===== config.mk =====
export PLATFORM = sky130hd
export DESIGN_NAME = reference_select_code_ctrl
export DESIGN_NICKNAME = d
export VERILOG_FILES = /design/src/hdl/reference_select_code_pkg.sv /design/src/hdl/switch_history_mem.sv /design/src/hdl/reference_select_code_ctrl.sv
export VERILOG_INCLUDE_DIRS = /design/src /design/src/hdl
export SDC_FILE = /design/constraint.sdc
export NUM_CORES = 1
export LEC_CHECK = 0
export ABC_AREA = 0
export BUFFER_PORTS_ARGS = -buffer_cell sky130_fd_sc_hd__buf_2
export CORE_ASPECT_RATIO = 1.1
export CORE_MARGIN = 2
export CORE_UTILIZATION = 50
export CTS_CLUSTER_SIZE = 40
export DETAILED_ROUTE_END_ITERATION = 7
export PLACE_DENSITY_LB_ADDON = 0.08
export SYNTH_ARGS = -nofsm -noshare
export SYNTH_HDL_FRONTEND = slang
export SYNTH_SLANG_ARGS = --single-unit
export TNS_END_PERCENT = 5

===== constraint.sdc =====
create_clock -name i_sys_clk -period 2 [get_ports i_sys_clk]
set_clock_uncertainty 0.15 [all_clocks]
set_input_delay 0.2 -clock i_sys_clk [delete_from_list [all_inputs] [get_ports i_sys_clk]]
set_output_delay 0.2 -clock i_sys_clk [all_outputs]
set_load 0.01 [all_outputs]

===== src/hdl/reference_select_code_consts.svh =====
// Constants of the reference selection control: offsets, fields, reset values.
`ifndef REFERENCE_SELECT_CODE_CONSTS_SVH
`define REFERENCE_SELECT_CODE_CONSTS_SVH
`define REG_ADDR_W 8
`define OFS_SELECT 8'h08
`define OFS_ENABLE 8'h0A
`define OFS_STATUS 8'h40
`define OFS_HISTORY 8'h41
`define SEL_CODE_LSB 4
`define SEL_CODE_MSB 6
`define EXCL0_BIT 4
`define EXCL1_BIT 5
`define RST_SEL_CODE 3'h0
`define RST_EXCL 1'h0
`define HIST_DEPTH 8
`endif


===== src/hdl/reference_select_code_pkg.sv =====
// Types shared by the reference selection control.
package reference_select_code_pkg;
    typedef enum logic [2:0] {
        SEL_AUTO = 3'h0,
        SEL_PIN = 3'h1,
        SEL_RSV2 = 3'h2,
        SEL_RSV3 = 3'h3,
        SEL_FORCE0 = 3'h4,
        SEL_FORCE1 = 3'h5,
        SEL_BAD6 = 3'h6,
        SEL_BAD7 = 3'h7
    } sel_code_t;
    typedef logic [7:0] reg_word_t;
endpackage


===== src/hdl/switch_history_mem.sv =====
// Small memory that logs recent reference switch events, registered read.
`timescale 1ns/10ps
module switch_history_mem #(
    parameter int DEPTH = 8,
    parameter int AW = 3
) (
    // Clock.
    input wire logic i_sys_clk,
    // Write side.
    input wire logic i_wr_en,
    input wire logic [AW-1:0] i_wr_addr,
    input wire logic [7:0] i_wr_data,
    // Read side.
    input wire logic [AW-1:0] i_rd_addr,
    output logic [7:0] o_rd_data
);
    logic [7:0] mem [DEPTH];

    // Storage has no reset; software reads only entries it knows were written.
    // A write to the word being fetched wins, so a fresh entry is never returned stale.
    always_ff @(posedge i_sys_clk) begin
        if (i_wr_en) begin
            mem[i_wr_addr] <= i_wr_data;
        end
        if (i_wr_en && i_wr_addr == i_rd_addr) begin
            o_rd_data <= i_wr_data;
        end else begin
            o_rd_data <= mem[i_rd_addr];
        end
    end
endmodule


===== src/hdl/reference_select_code_ctrl.sv =====
// Top of the PLL input reference selection control.
`timescale 1ns/10ps
`include "reference_select_code_consts.svh"
module reference_select_code_ctrl #(
    parameter int HIST_DEPTH = `HIST_DEPTH
) (
    // Clock and reset.
    input wire logic i_sys_clk,
    input wire logic i_rst,
    // Register port.
    input wire logic [`REG_ADDR_W-1:0] i_addr,
    input wire reference_select_code_pkg::reg_word_t i_wdata,
    input wire logic i_wr,
    input wire logic i_rd,
    output reference_select_code_pkg::reg_word_t o_rdata,
    // Reference condition and manual select pin.
    input wire logic i_ref0_lost,
    input wire logic i_ref1_lost,
    input wire logic i_sel_pin,
    // Selection result.
    output logic o_ref_sel,
    output logic o_holdover,
    output logic o_bad_code
);
    import reference_select_code_pkg::*;

    localparam int HAW = $clog2(HIST_DEPTH);

    // ****************************************
    // Configuration registers
    // ****************************************
    sel_code_t sel_code_r;
    logic excl0_r;
    logic excl1_r;
    logic [7:0] hist_rdata;
    logic [HAW-1:0] hist_wptr_r;
    logic [HAW-1:0] hist_rptr_r;
    logic [HAW-1:0] hist_rptr_nxt;
    reg_word_t rdata_nxt;

    // Selection code written by software; held until rewritten.
    always_ff @(posedge i_sys_clk) begin
        if (i_rst) begin
            sel_code_r <= sel_code_t'(`RST_SEL_CODE);
        end else if (i_wr && i_addr == `OFS_SELECT) begin
            sel_code_r <= sel_code_t'(i_wdata[`SEL_CODE_MSB:`SEL_CODE_LSB]);
        end
    end

    // Exclusion bits reset to zero so both inputs start as candidates.
    always_ff @(posedge i_sys_clk) begin
        if (i_rst) begin
            excl0_r <= `RST_EXCL;
            excl1_r <= `RST_EXCL;
        end else if (i_wr && i_addr == `OFS_ENABLE) begin
            excl0_r <= i_wdata[`EXCL0_BIT];
            excl1_r <= i_wdata[`EXCL1_BIT];
        end
    end

    // ****************************************
    // Reference choice
    // ****************************************
    logic ref_sel_nxt;
    logic holdover_nxt;
    logic cand0;
    logic cand1;

    // An input counts for automatic choice only while healthy and not excluded.
    // exclude ref 0
    assign cand0 = !i_ref0_lost && !excl0_r;
    assign cand1 = !i_ref1_lost && !excl1_r;

    // Next selection; reserved codes keep the present choice rather than
    // jumping to an arbitrary input, which would upset the loop.
    always_comb begin
        ref_sel_nxt = o_ref_sel;
        holdover_nxt = 1'b0;
        case (sel_code_r)
            SEL_AUTO: begin
                if (o_ref_sel ? cand1 : cand0) begin
                    ref_sel_nxt = o_ref_sel;
                end else if (o_ref_sel ? cand0 : cand1) begin
                    ref_sel_nxt = !o_ref_sel;
                end else begin
                    holdover_nxt = 1'b1;
                end
            end
            SEL_PIN: ref_sel_nxt = i_sel_pin;
            SEL_FORCE0: ref_sel_nxt = 1'b0;
            SEL_FORCE1: ref_sel_nxt = 1'b1;
            default: ref_sel_nxt = o_ref_sel;
        endcase
    end

    // Selection and holdover flags are registered outputs.
    always_ff @(posedge i_sys_clk) begin
        if (i_rst) begin
            o_ref_sel <= 1'b0;
            o_holdover <= 1'b0;
        end else begin
            o_ref_sel <= ref_sel_nxt;
            o_holdover <= holdover_nxt;
        end
    end

    // Flag an illegal code so firmware mistakes are visible.
    // flag forbidden codes
    always_ff @(posedge i_sys_clk) begin
        if (i_rst) begin
            o_bad_code <= 1'b0;
        end else begin
            o_bad_code <= sel_code_r inside {SEL_RSV2, SEL_RSV3, SEL_BAD6, SEL_BAD7};
        end
    end

    // ****************************************
    // Switch history
    // ****************************************
    // Each change of selection logs the new input and the mode that caused it.
    always_ff @(posedge i_sys_clk) begin
        if (i_rst) begin
            hist_wptr_r <= '0;
        end else if (ref_sel_nxt != o_ref_sel) begin
            hist_wptr_r <= hist_wptr_r + 1'b1;
        end
    end

    // Read pointer advances on every read of the history register.
    always_comb begin
        hist_rptr_nxt = hist_rptr_r;
        if (i_rd && i_addr == `OFS_HISTORY) begin
            hist_rptr_nxt = hist_rptr_r + 1'b1;
        end
    end

    // Pointer register; the memory fetches at the next pointer one cycle ahead.
    always_ff @(posedge i_sys_clk) begin
        if (i_rst) begin
            hist_rptr_r <= '0;
        end else begin
            hist_rptr_r <= hist_rptr_nxt;
        end
    end

    switch_history_mem #(
        .DEPTH(HIST_DEPTH),
        .AW(HAW)
    ) u_hist (
        .i_sys_clk(i_sys_clk),
        .i_wr_en(ref_sel_nxt != o_ref_sel),
        .i_wr_addr(hist_wptr_r),
        .i_wr_data({4'h0, sel_code_r, ref_sel_nxt}),
        .i_rd_addr(hist_rptr_nxt),
        .o_rd_data(hist_rdata)
    );

    // ****************************************
    // Register read port
    // ****************************************
    // Read data mux; unmapped addresses and idle cycles return zero.
    always_comb begin
        rdata_nxt = 8'h00;
        if (i_rd) begin
            case (i_addr)
                `OFS_SELECT: rdata_nxt[`SEL_CODE_MSB:`SEL_CODE_LSB] = sel_code_r;
                `OFS_ENABLE: begin
                    rdata_nxt[`EXCL0_BIT] = excl0_r;
                    rdata_nxt[`EXCL1_BIT] = excl1_r;
                end
                `OFS_STATUS: rdata_nxt = {5'h00, o_bad_code, o_holdover, o_ref_sel};
                // Prefetched word, so the read port stays a single register.
                `OFS_HISTORY: rdata_nxt = hist_rdata;
                default: rdata_nxt = 8'h00;
            endcase
        end
    end

    // Read data register; the word stands for the one cycle after the strobe.
    always_ff @(posedge i_sys_clk) begin
        if (i_rst) begin
            o_rdata <= 8'h00;
        end else begin
            o_rdata <= rdata_nxt;
        end
    end
endmodule


# == After elaboration in Yosys (flattened, before gate mapping) ==
# Memory sizes are Yosys's and may differ from the RTL's. A register that Yosys moved wholly into a read port is not among the register bits.
# Index checks and enable logic that the tools add are counted.
# word_totals
ramBits,32
elab_cells,58
n_memories,1
reg_bits,26
out_inout_bits,11
in_bits,23
# mem_list
memory,depth,word_bits,read_ports,rd_ports_with_merged_regs,wr,line,text
u_hist.mem,8,4,1,1,1,switch_history_mem.sv:17,logic [7:0] mem [DEPTH];
# op_classes
n_reduce_logical,16
add_sub_neg,2
eq_ne,13
muxes,12
bitwise_logic,3
# op_table
op,n
8-bit by 4-bit == test with 1-bit output (second input constant),2
8-bit by 7-bit == test with 1-bit output (second input constant),2
3-bit == test (second input constant),4
4-bit case mux with 2 select lines,1
1-bit 2-to-1 mux,7
3-bit by 1-bit adder with 3-bit output (second input constant),2
3-bit by 2-bit == test with 1-bit output (second input constant),2
1-bit logical AND,6
2-bit case mux with 3 select lines,1
3-bit OR reduction,2
1-bit logical NOT,5
1-bit case mux with 4 select lines,1
4-bit nonzero test,1
3-bit by 1-bit == test with 1-bit output (second input constant),1
3-bit == test,1
3-bit logical NOT,1
3-bit 2-to-1 mux,1
1-bit inverter,3
1-bit case mux with 2 select lines,1
2-bit OR reduction,1
1-bit != test,1

# == Longest topological paths before layout ==
# logic_depth
ltp_word,9
mapped_depth,6
mapped_depth_nobuf,5

# == Cells and area by module ==
# From an unflattened synthesis, not the netlist that was laid out.
# unflattened
cells_unflattened,216
area_unflattened_um2,3638.5
# by_module_without_submodules
module,seq_area_each_um2,area_each_um2,cells_per_inst,instances
switch_history_mem,1981.9,2591.2,109,1
reference_select_code_ctrl,440.4,1047.3,107,1

# == Worst setup path before layout ==
# No wires, ideal clock.
# synth_timing
kind,reg2reg
from,reg excl0_r
to,mem u_hist.mem[0][0] (netlist name) (enable)
setup_time_ns,0.361
required_ns,1.489
path_buffers,0
arrival_time_ns,1.676
setup_slack_ns,-0.188
synth_period_minus_slack_ns,2.188
path_stages_with_launch,6
cell_sequence,dfxtp_1 > or2_1 > o21a_1 > o41ai_4 > nand2b_1 > nor3_1
# synth_via
elab_chain_len,9
elab_cells_between_ends,10
classes_between,eq/ne (1); mux (7); reduce/logical (2)
# synth_lines
item,line,text
start: declaration,reference_select_code_ctrl.sv:33,logic excl0_r;
start signal: assignment,reference_select_code_ctrl.sv:53,excl0_r <= `RST_EXCL;
start signal: assignment,reference_select_code_ctrl.sv:56,excl0_r <= i_wdata[`EXCL0_BIT];
1-bit logical NOT *,reference_select_code_ctrl.sv:71,assign cand0 = !i_ref0_lost && !excl0_r;
1-bit logical AND *,reference_select_code_ctrl.sv:71,
1-bit 2-to-1 mux (2 in series),reference_select_code_ctrl.sv:83,end else if (o_ref_sel ? cand0 : cand1) begin
1-bit 2-to-1 mux *,reference_select_code_ctrl.sv:81,if (o_ref_sel ? cand1 : cand0) begin
1-bit case mux with 4 select lines *,reference_select_code_ctrl.sv:79,case (sel_code_r)
1-bit != test *,reference_select_code_ctrl.sv:151,".i_wr_en(ref_sel_nxt != o_ref_sel),"
1-bit 2-to-1 mux *,switch_history_mem.sv:22,if (i_wr_en) begin
1-bit 2-to-1 mux (not written as such) *,switch_history_mem.sv:23,mem[i_wr_addr] <= i_wr_data;
end: declaration,switch_history_mem.sv:17,
# Every way passes the cells marked *; elsewhere a longest branch is shown, timed or not.

# == Final worst setup path ==
# Same ends and word-level chain as after synthesis.

==> flow_summary.json <==
{
  "worst_skew_pair.late_latency_ns": 0.31,
  "run_status": "complete, but fails checks",
  "half_perimeter_wire_length_after_detailed_placement_mm": 3.17,
  "yosysTopAreaCellShare_pct": 42.3,
  "violations": "negative setup slack",
  "number_of_nets_in_the_final_layout": 231,
  "post_synth_main_area_contributors": "edfxtp_1, dfxtp_1, mux4_2",
  "routed_vias": 1383,
  "total_standard_cell_area_after_synthesis_sq_um": 2270,
  "synth_warnings": 0,
  "root_buffer": "clkbuf_8",
  "grt_setup_unrepaired": "true",
  "num_antenna_cells": 0,
  "cts_inserted_buffers": 5,
  "crit_required_ns": 1.85,
  "hold_violations": 0,
  "die_x_microns": 68.3,
  "fp.dieArea_sq_um": 5100,
  "worst_case_clock_buffer_depth": 2,
  "globalRouteTotalUtil_pct": 18.6,
  "arrival_ns": 1.85,
  "pwr-share-seq_pct": 61.9,
  "p_comb_share_pct": 6.4,
  "synth_cell_types": 38,
  "layout-area-overhead-vs-synth_pct": 20.9,
  "avgSynthCellArea_sq_um": 14.4,
  "clkPwrFrac_pct": 31.7,
  "worstSetupEndpointType": "flip-flop",
  "floorplan.rows": 25,
  "power.share.switching_pct": 21.4,
  "io_buffers": 27,
  "wire_per_inst_microns": 16.2,
  "switchingPower_uw": 426,
  "floorplan.initialDensity_pct": 52.2,
  "synthArstFlopShare_pct": 0,
  "finalPower_uw": 1990,
  "number_of_filler_cells_placed_in_the_layout": 350,
  "cts_tree": "yes",
  "io_pins": 34,
  "worst_hold_margin_ns": 0.0325,
  "clock_net_sink_count": 56,
  "drv_cap": 0,
  "peakVddDrop_uv": 395,
  "syn_nets": 183,
  "yosysSeqAreaShare_pct": 63.5,
  "postRouteWirelength_mm": 4.23,
  "clkSlewWorstSetupHoldPaths_ns": 0.09,
  "grt_start_max_net_pins": 17,
  "via_count_of_the_first_global_routing_pass": 1314,
  "yosysTopAreaCell": "edfxtp_1",
  "grt-ovfl-total": 0,
  "syn-instance-count": 158,
  "sequential_area_sq_um": 1440,
  "timing_max_transition_violations_final": 0,
  "power-per-cell-area_nw_per_um2": 727,
  "drt_first_pass_iters": 4,
  "final_antenna_net_count": 0,
  "postLayoutCellArea_sq_um": 2750,
  "final_layout_size_suffix_gt1_share_pct": 36.7,
  "multi_input_area_sq_um": 828,
  "finalCritPeriodShare_pct": 100,
  "yosys_register_bits": 56,
  "number_of_antenna_violations_at_the_first_check_in_global_routing": 0,
  "finalWeightedCongestion": 0.733,
  "finalSetupViolations": 4,
  "ys.flop_type": "edfxtp_1",
  "first_iter_violations": 63,
  "period_minus_slack_ns": 2.01,
  "worst_slack_ns": -0.00795,
  "hp-class": "input port to flip-flop",
  "post-route-util_pct": 63.1,
  "critPathKind": "flip-flop to flip-flop",
  "placed_area_sq_um": 2590,
  "max-slew-margin-rel_pct": 60.7,
  "synth_enable_flop_cells": 32,
  "worst_slew_pin_slew_ns": 0.585,
  "grt_pass1_wl_mm": 6.50,
  "cts_htree_levels": 2,
  "fp.dieH_microns": 74.7,
  "max_freq_mhz": 498,
  "worst_setup_path_start_kind": "flip-flop",
  "drc": 0,
  "core-area_sq_um": 4350,
  "crit_path_max_fanout": 4,
  "leakage_uw": 0.00102,
  "power_report.internal_total_uw": 1570,
  "vias_per_cell": 5.30
}
-- metal layers --
layer / track usage, % / wire length, microns / part of all wire (%) / up-vias
li1: - / - / - / 678
met4: 7.33 / 52 / 1.2 / 0
met5: 0 / 0 / 0 / -
met3: 5.38 / 170 / 4.0 / 4
met2: 29.8 / 2170 / 51 / 27
met1: 24.0 / 1840 / 43 / 674
-- kinds of logic after synthesis --
group           Yosys count  share of synthesized area [%]
simple gates             53                           14.0
buf+inv                  10                           1.87
flops                    56                           63.5
xor+xnor                  3                           1.16
compound gates           12                           4.52
fa+ha+maj                 2                           1.10
mux                      21                           13.7
other cells               1                          0.165
-- final timing paths --
kind	from	slack [ns]	depth (start not counted)	end
setup / recovery	excl0_r	-0.008	6	u_hist.mem[0][0]
hold / removal	i_addr[1]	0.03	2	o_rdata[6]
setup reg to reg	excl0_r	-0.008	6	u_hist.mem[0][0]
hold reg to reg	hist_rptr_r[2]	0.31	1	flip-flop
-- state kept, by name, summed over array words and instances (netlist names), 3 cells and up, named ones only --
register and cells:
sel_code_r 3, hist_wptr_r 3, hist_rptr_r 3, o_rdata 7, u_hist.mem 32
-- synthesized netlist by cell type, drive strengths merged, types with 2 or more instances --
master / instances
mux2i: 12
buf: 3
a21oi: 2
nand2: 4
mux4: 8
ha: 2
o21ai: 2
nand2b: 4
nor3: 2
nor3b: 2
clkbuf: 5
dfxtp: 24
o21a: 2
edfxtp: 32
inv: 2
xnor2: 2
nor4: 4
a211oi: 3
nor2: 23
nor2b: 5
-- power by group through the flow --
stage	Sequential [uW]	Clock (uW)	Combinational, uW
4_1_cts	1240	643	123
5_1_grt	1240	691	141
6_report	1240	632	127
2_1_floorplan	1260	0	69.4
3_3_place_gp	1260	0	110
3_5_place_dp	1260	0	116
-- critical path: stages (launching register included) --
cell	delay (ns)
dfxtp_1	0.32
or2_1	0.26
o21a_1	0.21
o41ai_4	0.25
buf_4	0.18
nand2b_4	0.09
nor3_4	0.23
-- placed cells by master, fill, tap and decap left out, types with 2 or more instances in the layout --
cell           Yosys  final
a211oi_1           3      3
a21oi_1            2      2
buf_2              1     27
buf_4              1     19
clkbuf_8           0      6
dfxtp_1           24     24
dlygate4sd3_1      0      3
edfxtp_1          32     32
ha_1               2      2
inv_1              2      2
mux2i_1           12     12
mux4_2             8      8
nand2_1            4      4
nand2b_1           4      3
nor2_1            23     20
nor2_4             0      2
nor2b_1            5      5
nor3b_1            2      2
nor4_1             2      2
nor4_4             2      2
o21a_1             2      2
xnor2_1            2      2
-- layout make-up --
type	count	share of cell area, %
clock buffers	7	3.14
clock inverters	1	0.228
inverters	2	0.273
multi-input cells	92	30.2
flip-flops and latches	56	52.5
well taps	54	2.46
repair buffers	49	11.2
-- per-stage QoR --
stage,std cells,TNS [ns],setup WS [ns]
floorplan,158,-0.0406,-0.00357
global placement,248,-0.0284,-0.00721
detailed placement,248,-0.472,-0.0609
CTS,259,-0.0366,-0.00979
global route,261,-1.60,-0.122
finish,261,-0.0309,-0.00795
-- timing repair --
item                                    CTS  global route
resized for setup                         3             2
hold endpoints to repair                  3             0
buffers inserted                          0             2
endpoints found under the setup margin   16            41
hold buffers                              3             0
Power figures use the tool's default switching activity.
